$ cat config.mk
export PLATFORM = sky130hd
export DESIGN_NAME = smc_device_flat
export DESIGN_NICKNAME = d
export VERILOG_FILES = /design/src/smc_pkg.sv /design/src/smc_if.sv /design/src/smc_device.sv /design/src/flat_wrapper.sv
export VERILOG_INCLUDE_DIRS = /design/src
export SDC_FILE = /design/constraint.sdc
export NUM_CORES = 1
export LEC_CHECK = 0
export BUFFER_PORTS_ARGS = -buffer_cell sky130_fd_sc_hd__buf_4
export CAP_MARGIN = 15
export CORE_UTILIZATION = 47
export CTS_CLUSTER_DIAMETER = 150
export DETAILED_ROUTE_END_ITERATION = 6
export PLACE_DENSITY = 0.84
export SLEW_MARGIN = 40
export SYNTH_ARGS = -nofsm -noshare
export SYNTH_HDL_FRONTEND = slang
export SYNTH_SLANG_ARGS = --single-unit
$ cat constraint.sdc
create_clock -name mclk -period 2 [get_ports mclk]
set_input_delay 0.3 -clock mclk [delete_from_list [all_inputs] [get_ports mclk]]
set_output_delay 0.3 -clock mclk [all_outputs]
set_load 0.005 [all_outputs]
$ cat src/smc_cfg.svh
// smc_cfg.svh: constants of the standby mode controller
// assumes inclusion by smc_device, smc_system and the bench of the standby controller
`ifndef SMC_CFG_SVH
`define SMC_CFG_SVH
// power_down_ctrl_reg layout
`define SMC_SBY_BIT         7
`define SMC_HIZ_BIT         6
`define SMC_PDCR_RESET      8'h1f
`define SMC_PDCR_RSVD_MASK  8'h1f
// watchdog wdt_ctrl_status_reg layout
`define SMC_WDT_OVF_BIT     7
`define SMC_WDT_MODE_BIT    6
`define SMC_WDT_RUN_BIT     5
`define SMC_WDT_CTRL_STATUS_REG_RESET      8'h18
`define SMC_WDT_CTRL_STATUS_REG_KEEP_MASK  8'h07
`define SMC_WDT_RESET_CTRL_REG_RESET    8'h1f
// nmi edge polarity encodings
`define SMC_NMI_FALL        1'b0
`define SMC_NMI_RISE        1'b1
// software register offsets of the host end
`define SMC_ADR_CTRL        4'h0
`define SMC_ADR_STAT        4'h1
`define SMC_ADR_PDCR        4'h2
`define SMC_ADR_WDT_CTRL_STATUS_REG        4'h3
`define SMC_ADR_CNT         4'h4
`define SMC_ADR_ICR         4'h5
`endif

$ cat src/smc_pkg.sv
// smc_pkg.sv: types used by the device end of the standby controller
// assumes smc_cfg.svh is on the include path
`default_nettype none
package smc_pkg;
    typedef enum logic [2:0] {
        SMC_RUN,
        SMC_STANDBY,
        SMC_WARMUP,
        SMC_WAKE
    } smc_state_type;

    // rate select decode to a prescaler tap (used by the device end only)
    function automatic logic [3:0] smc_tap(input logic [2:0] rate);
        smc_tap = {1'b0, rate} + 4'h1;
    endfunction : smc_tap
endpackage : smc_pkg
`default_nettype wire

$ cat src/smc_if.sv
// smc_if.sv: link between the standby controller and its system side
// assumes both ends share mclk and sys_rst
`default_nettype none
interface smc_if;
    logic       sleep_exec;     // pulse: cpu executed sleep
    logic       pdcr_wr;        // pulse: write of power_down_ctrl_reg
    logic [7:0] pdcr_wdata;
    logic [7:0] pdcr_rdata;
    logic       wdt_ctrl_status_reg_wr;        // pulse: write of wdt_ctrl_status_reg
    logic [7:0] wdt_ctrl_status_reg_wdata;
    logic [7:0] wdt_ctrl_status_reg_rdata;
    logic [7:0] wdt_counter;
    logic       nmi_edge_polarity;
    logic       nmi_pin;
    logic       por_pin_n;
    logic       manual_rst_pin_n;
    logic       osc_run;        // level: oscillator enabled
    logic       cpu_halt;       // level: cpu stopped
    logic       chip_clk_en;    // level: clock to whole chip
    logic       wdt_clk_en;     // level: clock to watchdog
    logic       port_hold;      // level: ports keep levels
    logic       port_float;     // level: ports high impedance
    logic       periph_init;    // pulse: peripheral initialise on entry
    logic       nmi_exc;        // pulse: start nmi exception
    logic       in_standby;     // level
    modport dev (
        input  sleep_exec, pdcr_wr, pdcr_wdata, wdt_ctrl_status_reg_wr, wdt_ctrl_status_reg_wdata,
               nmi_edge_polarity, nmi_pin, por_pin_n, manual_rst_pin_n,
        output pdcr_rdata, wdt_ctrl_status_reg_rdata, wdt_counter, osc_run, cpu_halt,
               chip_clk_en, wdt_clk_en, port_hold, port_float,
               periph_init, nmi_exc, in_standby
    );
    modport sys (
        output sleep_exec, pdcr_wr, pdcr_wdata, wdt_ctrl_status_reg_wr, wdt_ctrl_status_reg_wdata,
               nmi_edge_polarity, nmi_pin, por_pin_n, manual_rst_pin_n,
        input  pdcr_rdata, wdt_ctrl_status_reg_rdata, wdt_counter, osc_run, cpu_halt,
               chip_clk_en, wdt_clk_en, port_hold, port_float,
               periph_init, nmi_exc, in_standby
    );
endinterface : smc_if
`default_nettype wire

$ cat src/smc_device.sv
// smc_device.sv: standby entry and exit control of the microcontroller
// assumes mclk models the oscillator; wdt_clk_en gates the watchdog tick
`include "smc_cfg.svh"
`default_nettype none
module smc_device (
    input  wire logic mclk,
    input  wire logic sys_rst,
    smc_if.dev        lnk
);
    typedef struct packed {
        smc_pkg::smc_state_type st;
        logic                   standby_select;
        logic                   port_float_select;
        logic [7:0]             wdt_ctrl_status_reg;
        logic [7:0]             wdt_reset_ctrl_reg;
        logic [7:0]             cnt;
        logic [8:0]             pre;    // wide enough for the slowest rate tap
        logic                   nmi_prev;
        logic                   init_p;
        logic                   exc_p;
    } smc_dev_type;

    smc_dev_type q, d;
    logic        rst_any;
    logic        nmi_hit;
    logic [3:0]  tap;

    assign rst_any = sys_rst | ~lnk.por_pin_n | ~lnk.manual_rst_pin_n;
    assign tap     = smc_pkg::smc_tap(q.wdt_ctrl_status_reg[2:0]);
    // edge decode against nmi_prev, sampled every mclk; standby is left on the next mclk edge
    assign nmi_hit = (lnk.nmi_edge_polarity == `SMC_NMI_FALL) ?
                     (q.nmi_prev & ~lnk.nmi_pin) :
                     (~q.nmi_prev & lnk.nmi_pin);

    // next state
    always_comb begin
        d        = q;
        d.init_p = 1'b0;
        d.exc_p  = 1'b0;
        d.nmi_prev = lnk.nmi_pin;
        if (lnk.pdcr_wr) begin
            // a one is refused while the watchdog runs
            if (!(lnk.pdcr_wdata[`SMC_SBY_BIT] && q.wdt_ctrl_status_reg[`SMC_WDT_RUN_BIT]))
                d.standby_select = lnk.pdcr_wdata[`SMC_SBY_BIT];
            if (!(lnk.pdcr_wdata[`SMC_HIZ_BIT] && q.wdt_ctrl_status_reg[`SMC_WDT_RUN_BIT]))
                d.port_float_select = lnk.pdcr_wdata[`SMC_HIZ_BIT];
        end
        if (lnk.wdt_ctrl_status_reg_wr && q.st == smc_pkg::SMC_RUN)
            d.wdt_ctrl_status_reg = lnk.wdt_ctrl_status_reg_wdata;
        case (q.st)
            smc_pkg::SMC_RUN: begin
                if (lnk.sleep_exec && q.standby_select) begin
                    d.st     = smc_pkg::SMC_STANDBY;
                    d.init_p = 1'b1;
                    // overflow, mode, run cleared; rate kept
                    d.wdt_ctrl_status_reg   = (q.wdt_ctrl_status_reg & `SMC_WDT_CTRL_STATUS_REG_KEEP_MASK) |
                               (`SMC_WDT_CTRL_STATUS_REG_RESET & ~`SMC_WDT_CTRL_STATUS_REG_KEEP_MASK);
                    d.wdt_reset_ctrl_reg = `SMC_WDT_RESET_CTRL_REG_RESET;
                end
            end
            smc_pkg::SMC_STANDBY: begin
                // sby, hiz and counter kept through standby
                if (nmi_hit) begin
                    d.st  = smc_pkg::SMC_WARMUP;
                    d.pre = 9'h000;
                end
            end
            smc_pkg::SMC_WARMUP: begin
                // watchdog counts on its own prescaled tick
                d.pre = q.pre + 9'h001;
                // full tap index, so the slowest rate does not alias to the fastest
                if (q.pre[tap] && !d.pre[tap]) begin
                    d.cnt = q.cnt + 8'h01;
                    if (q.cnt == 8'hff)
                        d.st = smc_pkg::SMC_WAKE;
                end
            end
            smc_pkg::SMC_WAKE: begin
                d.st    = smc_pkg::SMC_RUN;
                d.exc_p = 1'b1;
            end
            default: d.st = smc_pkg::SMC_RUN;
        endcase
    end

    // state register; any reset cancels standby
    always_ff @(posedge mclk) begin
        if (rst_any) begin
            q.st     <= smc_pkg::SMC_RUN;
            q.standby_select    <= 1'b0;
            q.port_float_select    <= 1'b0;
            q.wdt_ctrl_status_reg   <= `SMC_WDT_CTRL_STATUS_REG_RESET;
            q.wdt_reset_ctrl_reg <= `SMC_WDT_RESET_CTRL_REG_RESET;
            q.cnt    <= 8'h00;
            q.pre    <= 9'h000;
            q.nmi_prev <= 1'b0;
            q.init_p <= 1'b0;
            q.exc_p  <= 1'b0;
        end else begin
            q <= d;
        end
    end

    // outputs to the rest of the chip
    assign lnk.pdcr_rdata  = {q.standby_select, q.port_float_select, 1'b0, 5'h1f} & 8'hff;
    assign lnk.wdt_ctrl_status_reg_rdata  = q.wdt_ctrl_status_reg;
    assign lnk.wdt_counter = q.cnt;
    assign lnk.in_standby  = q.st != smc_pkg::SMC_RUN;
    assign lnk.cpu_halt    = lnk.in_standby;
    assign lnk.osc_run     = q.st != smc_pkg::SMC_STANDBY;
    assign lnk.chip_clk_en = q.st == smc_pkg::SMC_RUN;
    assign lnk.wdt_clk_en  = q.st != smc_pkg::SMC_STANDBY;
    assign lnk.port_float  = lnk.in_standby & q.port_float_select;
    assign lnk.port_hold   = lnk.in_standby & ~q.port_float_select;
    assign lnk.periph_init = q.init_p;
    assign lnk.nmi_exc     = q.exc_p;
endmodule : smc_device
`default_nettype wire

$ cat src/flat_wrapper.sv
// flat-port wrapper written by rule: the top's interface ports become plain ports
module smc_device_flat 
  (mclk, sys_rst, lnk_sleep_exec, lnk_pdcr_wr, lnk_pdcr_wdata, lnk_wdt_ctrl_status_reg_wr, lnk_wdt_ctrl_status_reg_wdata, lnk_nmi_edge_polarity, lnk_nmi_pin, lnk_por_pin_n, lnk_manual_rst_pin_n, lnk_pdcr_rdata, lnk_wdt_ctrl_status_reg_rdata, lnk_wdt_counter, lnk_osc_run, lnk_cpu_halt, lnk_chip_clk_en, lnk_wdt_clk_en, lnk_port_hold, lnk_port_float, lnk_periph_init, lnk_nmi_exc, lnk_in_standby);
  smc_if lnk_i ();
  input  wire logic mclk;
  input  wire logic sys_rst;
  input wire logic [$bits(lnk_i.sleep_exec)-1:0] lnk_sleep_exec;
  input wire logic [$bits(lnk_i.pdcr_wr)-1:0] lnk_pdcr_wr;
  input wire logic [$bits(lnk_i.pdcr_wdata)-1:0] lnk_pdcr_wdata;
  input wire logic [$bits(lnk_i.wdt_ctrl_status_reg_wr)-1:0] lnk_wdt_ctrl_status_reg_wr;
  input wire logic [$bits(lnk_i.wdt_ctrl_status_reg_wdata)-1:0] lnk_wdt_ctrl_status_reg_wdata;
  input wire logic [$bits(lnk_i.nmi_edge_polarity)-1:0] lnk_nmi_edge_polarity;
  input wire logic [$bits(lnk_i.nmi_pin)-1:0] lnk_nmi_pin;
  input wire logic [$bits(lnk_i.por_pin_n)-1:0] lnk_por_pin_n;
  input wire logic [$bits(lnk_i.manual_rst_pin_n)-1:0] lnk_manual_rst_pin_n;
  output wire logic [$bits(lnk_i.pdcr_rdata)-1:0] lnk_pdcr_rdata;
  output wire logic [$bits(lnk_i.wdt_ctrl_status_reg_rdata)-1:0] lnk_wdt_ctrl_status_reg_rdata;
  output wire logic [$bits(lnk_i.wdt_counter)-1:0] lnk_wdt_counter;
  output wire logic [$bits(lnk_i.osc_run)-1:0] lnk_osc_run;
  output wire logic [$bits(lnk_i.cpu_halt)-1:0] lnk_cpu_halt;
  output wire logic [$bits(lnk_i.chip_clk_en)-1:0] lnk_chip_clk_en;
  output wire logic [$bits(lnk_i.wdt_clk_en)-1:0] lnk_wdt_clk_en;
  output wire logic [$bits(lnk_i.port_hold)-1:0] lnk_port_hold;
  output wire logic [$bits(lnk_i.port_float)-1:0] lnk_port_float;
  output wire logic [$bits(lnk_i.periph_init)-1:0] lnk_periph_init;
  output wire logic [$bits(lnk_i.nmi_exc)-1:0] lnk_nmi_exc;
  output wire logic [$bits(lnk_i.in_standby)-1:0] lnk_in_standby;
  assign lnk_i.sleep_exec = lnk_sleep_exec;
  assign lnk_i.pdcr_wr = lnk_pdcr_wr;
  assign lnk_i.pdcr_wdata = lnk_pdcr_wdata;
  assign lnk_i.wdt_ctrl_status_reg_wr = lnk_wdt_ctrl_status_reg_wr;
  assign lnk_i.wdt_ctrl_status_reg_wdata = lnk_wdt_ctrl_status_reg_wdata;
  assign lnk_i.nmi_edge_polarity = lnk_nmi_edge_polarity;
  assign lnk_i.nmi_pin = lnk_nmi_pin;
  assign lnk_i.por_pin_n = lnk_por_pin_n;
  assign lnk_i.manual_rst_pin_n = lnk_manual_rst_pin_n;
  assign lnk_pdcr_rdata = lnk_i.pdcr_rdata;
  assign lnk_wdt_ctrl_status_reg_rdata = lnk_i.wdt_ctrl_status_reg_rdata;
  assign lnk_wdt_counter = lnk_i.wdt_counter;
  assign lnk_osc_run = lnk_i.osc_run;
  assign lnk_cpu_halt = lnk_i.cpu_halt;
  assign lnk_chip_clk_en = lnk_i.chip_clk_en;
  assign lnk_wdt_clk_en = lnk_i.wdt_clk_en;
  assign lnk_port_hold = lnk_i.port_hold;
  assign lnk_port_float = lnk_i.port_float;
  assign lnk_periph_init = lnk_i.periph_init;
  assign lnk_nmi_exc = lnk_i.nmi_exc;
  assign lnk_in_standby = lnk_i.in_standby;
  smc_device u_core (.mclk(mclk), .sys_rst(sys_rst), .lnk(lnk_i));
endmodule
==> summary.md <==
| Metric | Value |
|---|---|
| Clock tree buffer depth | `2` |
| Synth area leaders | `dfxtp_1 (30%), buf_4 (9.0%), nand2_1 (5.2%), mux2i_1 (5.1%), nor2_1 (4.2%)` |
| Sequential area share after synthesis | `29.6%` |
| Fillcell total | `363` |
| Pre-antenna DRT Iters | `4` |
| Crit-path cells | `ha_4 -> mux4_2 -> o211ai_1 -> a211oi_1 -> o211a_1 -> o21a_1 -> o21a_1` |
| Initial Util | `49.3%` |
| Failing checks | `negative setup slack` |
| Via count | `1968` |
| Port bufs | `45` |
| Multi-input logic area | `1350 um^2` |
| Pin count of the biggest net entering global routing | `20` |
| Synth Flop Type | `dfxtp_1` |
| Core footprint | `4380 um^2` |
| Drt total wl | `5000 um` |
| PnR worst setup slack | `-0.0678 ns` |
| LEAKAGE | `1.09 nW` |
| Worst path slowest cell | `mux4_2` |
| Peak supply drop | `0.000249 V` |
| Number of global-route vias before repair | `1929` |
| Outcome | `complete, but fails checks` |
| Final Non-Filler Cells | `362` |
| CTS H-tree depth | `2` |
| RSZ-0062 raised after global routing | `yes` |
| Row count | `24` |
| Clock sink count | `32` |
| Total global routing track utilization | `20.7%` |
| CP max FO | `6` |
| Wirelength per Cell | `13.8 um` |
| Yosys reg bits | `32` |
| Setup violators final | `3` |
| Crit path DAT | `2.25 ns` |
| Final hold violation count | `0` |
| Clock skew | `0.00632 ns` |
| CP dominant cell by count | `o21a_1` |
| CP top delay family | `compound AO/OA/AOI/OAI gates` |
| Yosys top cell area share | `29.6%` |
| GPL Wtd Cong | `0.904` |
| Register Area | `653 um^2` |
| Final Max Slew Viols | `0` |
| CTS buffer count | `5` |
| CTS tree | `done` |
| Clk_lat worst skew | `0.28 ns` |
| Share of cells above drive strength 1 | `37.7%` |
| Worst path bufs/invs | `0` |
| Synth warn | `0` |
| Number of synthesized flops with an enable pin | `0` |
| Post-synthesis async set-or-reset flop share | `0%` |
| Period utilization | `103%` |
| Initial antenna violation count | `0` |
| Distinct cells, synth | `54` |
| Worst-Margin Slew | `0.679 ns` |
| Crit Path Class | `reg2reg` |
| CP peak stage delay | `0.52 ns` |
| Die ar. | `4880 um^2` |
| Chip width | `69.8 um` |
| 1st-iter DRT viols | `111` |
| Slew Limit Headroom | `54.4%` |
| Worst slack, placed | `-0.118 ns` |
| Layout area overhead | `28.2%` |
| GR Overflow Total | `0` |
| Die Y | `69.8 um` |
| Nature of the critical path startpoint | `register` |
| Synthesized cell area | `2160 um^2` |
| Detail Route Antenna Nets | `0` |
| Overall Power | `1.35 mW` |
| Number of diodes | `0` |
| DRC Markers | `0` |
| Worst-path clk slew | `0.07 ns` |
| Cells after DPL | `353` |
| Hold_buf cts | `0` |
| Hold Path Class | `in2reg` |
| Vias/cell | `5.44` |
| PD cells | `488 nW/um^2` |
| CP Capture Type | `register` |
| Nets | `341` |
| # IOs | `58` |
| Fmax achieved | `484 MHz` |
| Max-cap violations | `0` |
| Post-DP HPWL | `3670 um` |
| First-pass GRT wire length | `8240 um` |
| Cell taking the most area after synthesis | `dfxtp_1` |
| WP data required | `2.18 ns` |
| Gate Count Post-Synth | `259` |
| Syn_area_per_cell | `8.35 um^2` |
| Clk root buf | `clkbuf_8` |
| Minimum clock period | `2.07 ns` |
==> routing by layer <==
layer  up-vias  track usage (%)  wire (um)
met4         0             8.44        110
met2        59             36.4       2520
met5         -                0          0
li1        971                -          -
met3        16             4.51        263
met1       922             24.2       2100
==> logic make-up after synthesis <==
group                      after synthesis  share of synthesized area [%]
adders and majority gates                7                           4.05
DFF                                     32                           29.6
muxes                                   14                           7.70
and+or+nand+nor                        108                           26.8
other                                    2                          0.347
buffers and inverters                   43                           13.1
xor gates and xnor gates                 6                           2.43
AOI/OAI and AO/OA                       47                           16.0
==> path summary, 6_finish.rpt <==
check / startpoint / end / slack [ns] / cells after the start
max: u_core.lnk.wdt_ctrl_status_reg_rdata[0] / u_core.q[38] / -0.07 / 7
min: lnk_nmi_pin / u_core.q[2] / 0.24 / 2
max reg2reg: u_core.lnk.wdt_ctrl_status_reg_rdata[0] / u_core.q[38] / -0.07 / 7
min reg2reg: u_core.lnk.wdt_ctrl_status_reg_rdata[6] / u_core.lnk.wdt_ctrl_status_reg_rdata[6] / 0.46 / 2
==> final cells by class <==
class | instances | share of cell area (%)
multi-input cells | 188 | 48.8
flip-flops and latches | 32 | 23.6
repair buffers | 74 | 20.3
clock buffers | 6 | 2.62
well taps | 52 | 2.35
clock inverters | 2 | 1.26
inverters | 8 | 1.08
==> timing repair <==
item / 4_1_cts / 5_1_grt
pin swaps: 8 / 2
endpoints found under the setup margin: 10 / 11
setup buffers: 1 / 0
cloned: 0 / 0
gates resized for setup: 13 / 7
==> report_power, final <==
part	internal (mW)	switching [mW]	total, mW
combinational	0.0522	0.0467	0.0989
clock	0.369	0.241	0.611
sequential	0.639	0.00383	0.643
==> flip-flops by register name, indices dropped and copies added (netlist names) <==
register,flops
u_core.lnk.periph_init,1
u_core.lnk.nmi_exc,1
u_core.lnk.wdt_ctrl_status_reg_rdata,8
u_core.lnk.wdt_counter,8
u_core.lnk.pdcr_rdata,2
u_core.q,12
==> cell usage after synthesis (all sizes together) (2+ instances only) <==
master,n
a21oi,15
xnor2,3
o21ai,8
o211ai,3
nor3,4
mux4,2
inv,8
mux2i,11
buf,30
dfxtp,32
and3,2
clkbuf,5
and4,3
a21o,2
o22ai,2
nand2,30
nor2b,3
and2,4
o21a,4
nand2b,8
nor2,24
conb,2
xor2,3
ha,7
or3,2
nand3,16
a211oi,5
nand3b,5
==> per-stage QoR <==
| stage | instance area, um^2 | util, % | TNS (ns) | hold slack [ns] |
|---|---|---|---|---|
| 4_1_cts | 2730 | 62.3 | -0.188 | 0.235 |
| 6_report | 2770 | 63.2 | -0.152 | 0.237 |
| 3_5_place_dp | 2570 | 58.6 | -0.739 | 0.450 |
| 5_1_grt | 2770 | 63.2 | -0.905 | 0.252 |
| 2_1_floorplan | 2210 | - | 0 | 0.422 |
| 3_3_place_gp | 2570 | 58.6 | -0.394 | 0.446 |
==> cells in the final DEF, fill, tap and decap left out, types with 5 or more instances in the layout <==
cell,Yosys,routed
buf_4,26,72
nand2_1,30,29
dfxtp_1,32,26
nor2_1,24,24
nand3_1,14,14
a21oi_1,14,13
mux2i_1,11,11
inv_1,8,8
nand2b_1,8,8
conb_1,2,6
nand3b_1,5,5
o21ai_0,5,5
ha_1,7,5
clkbuf_8,0,5
Note: power is estimated with default switching activity, not from simulation.
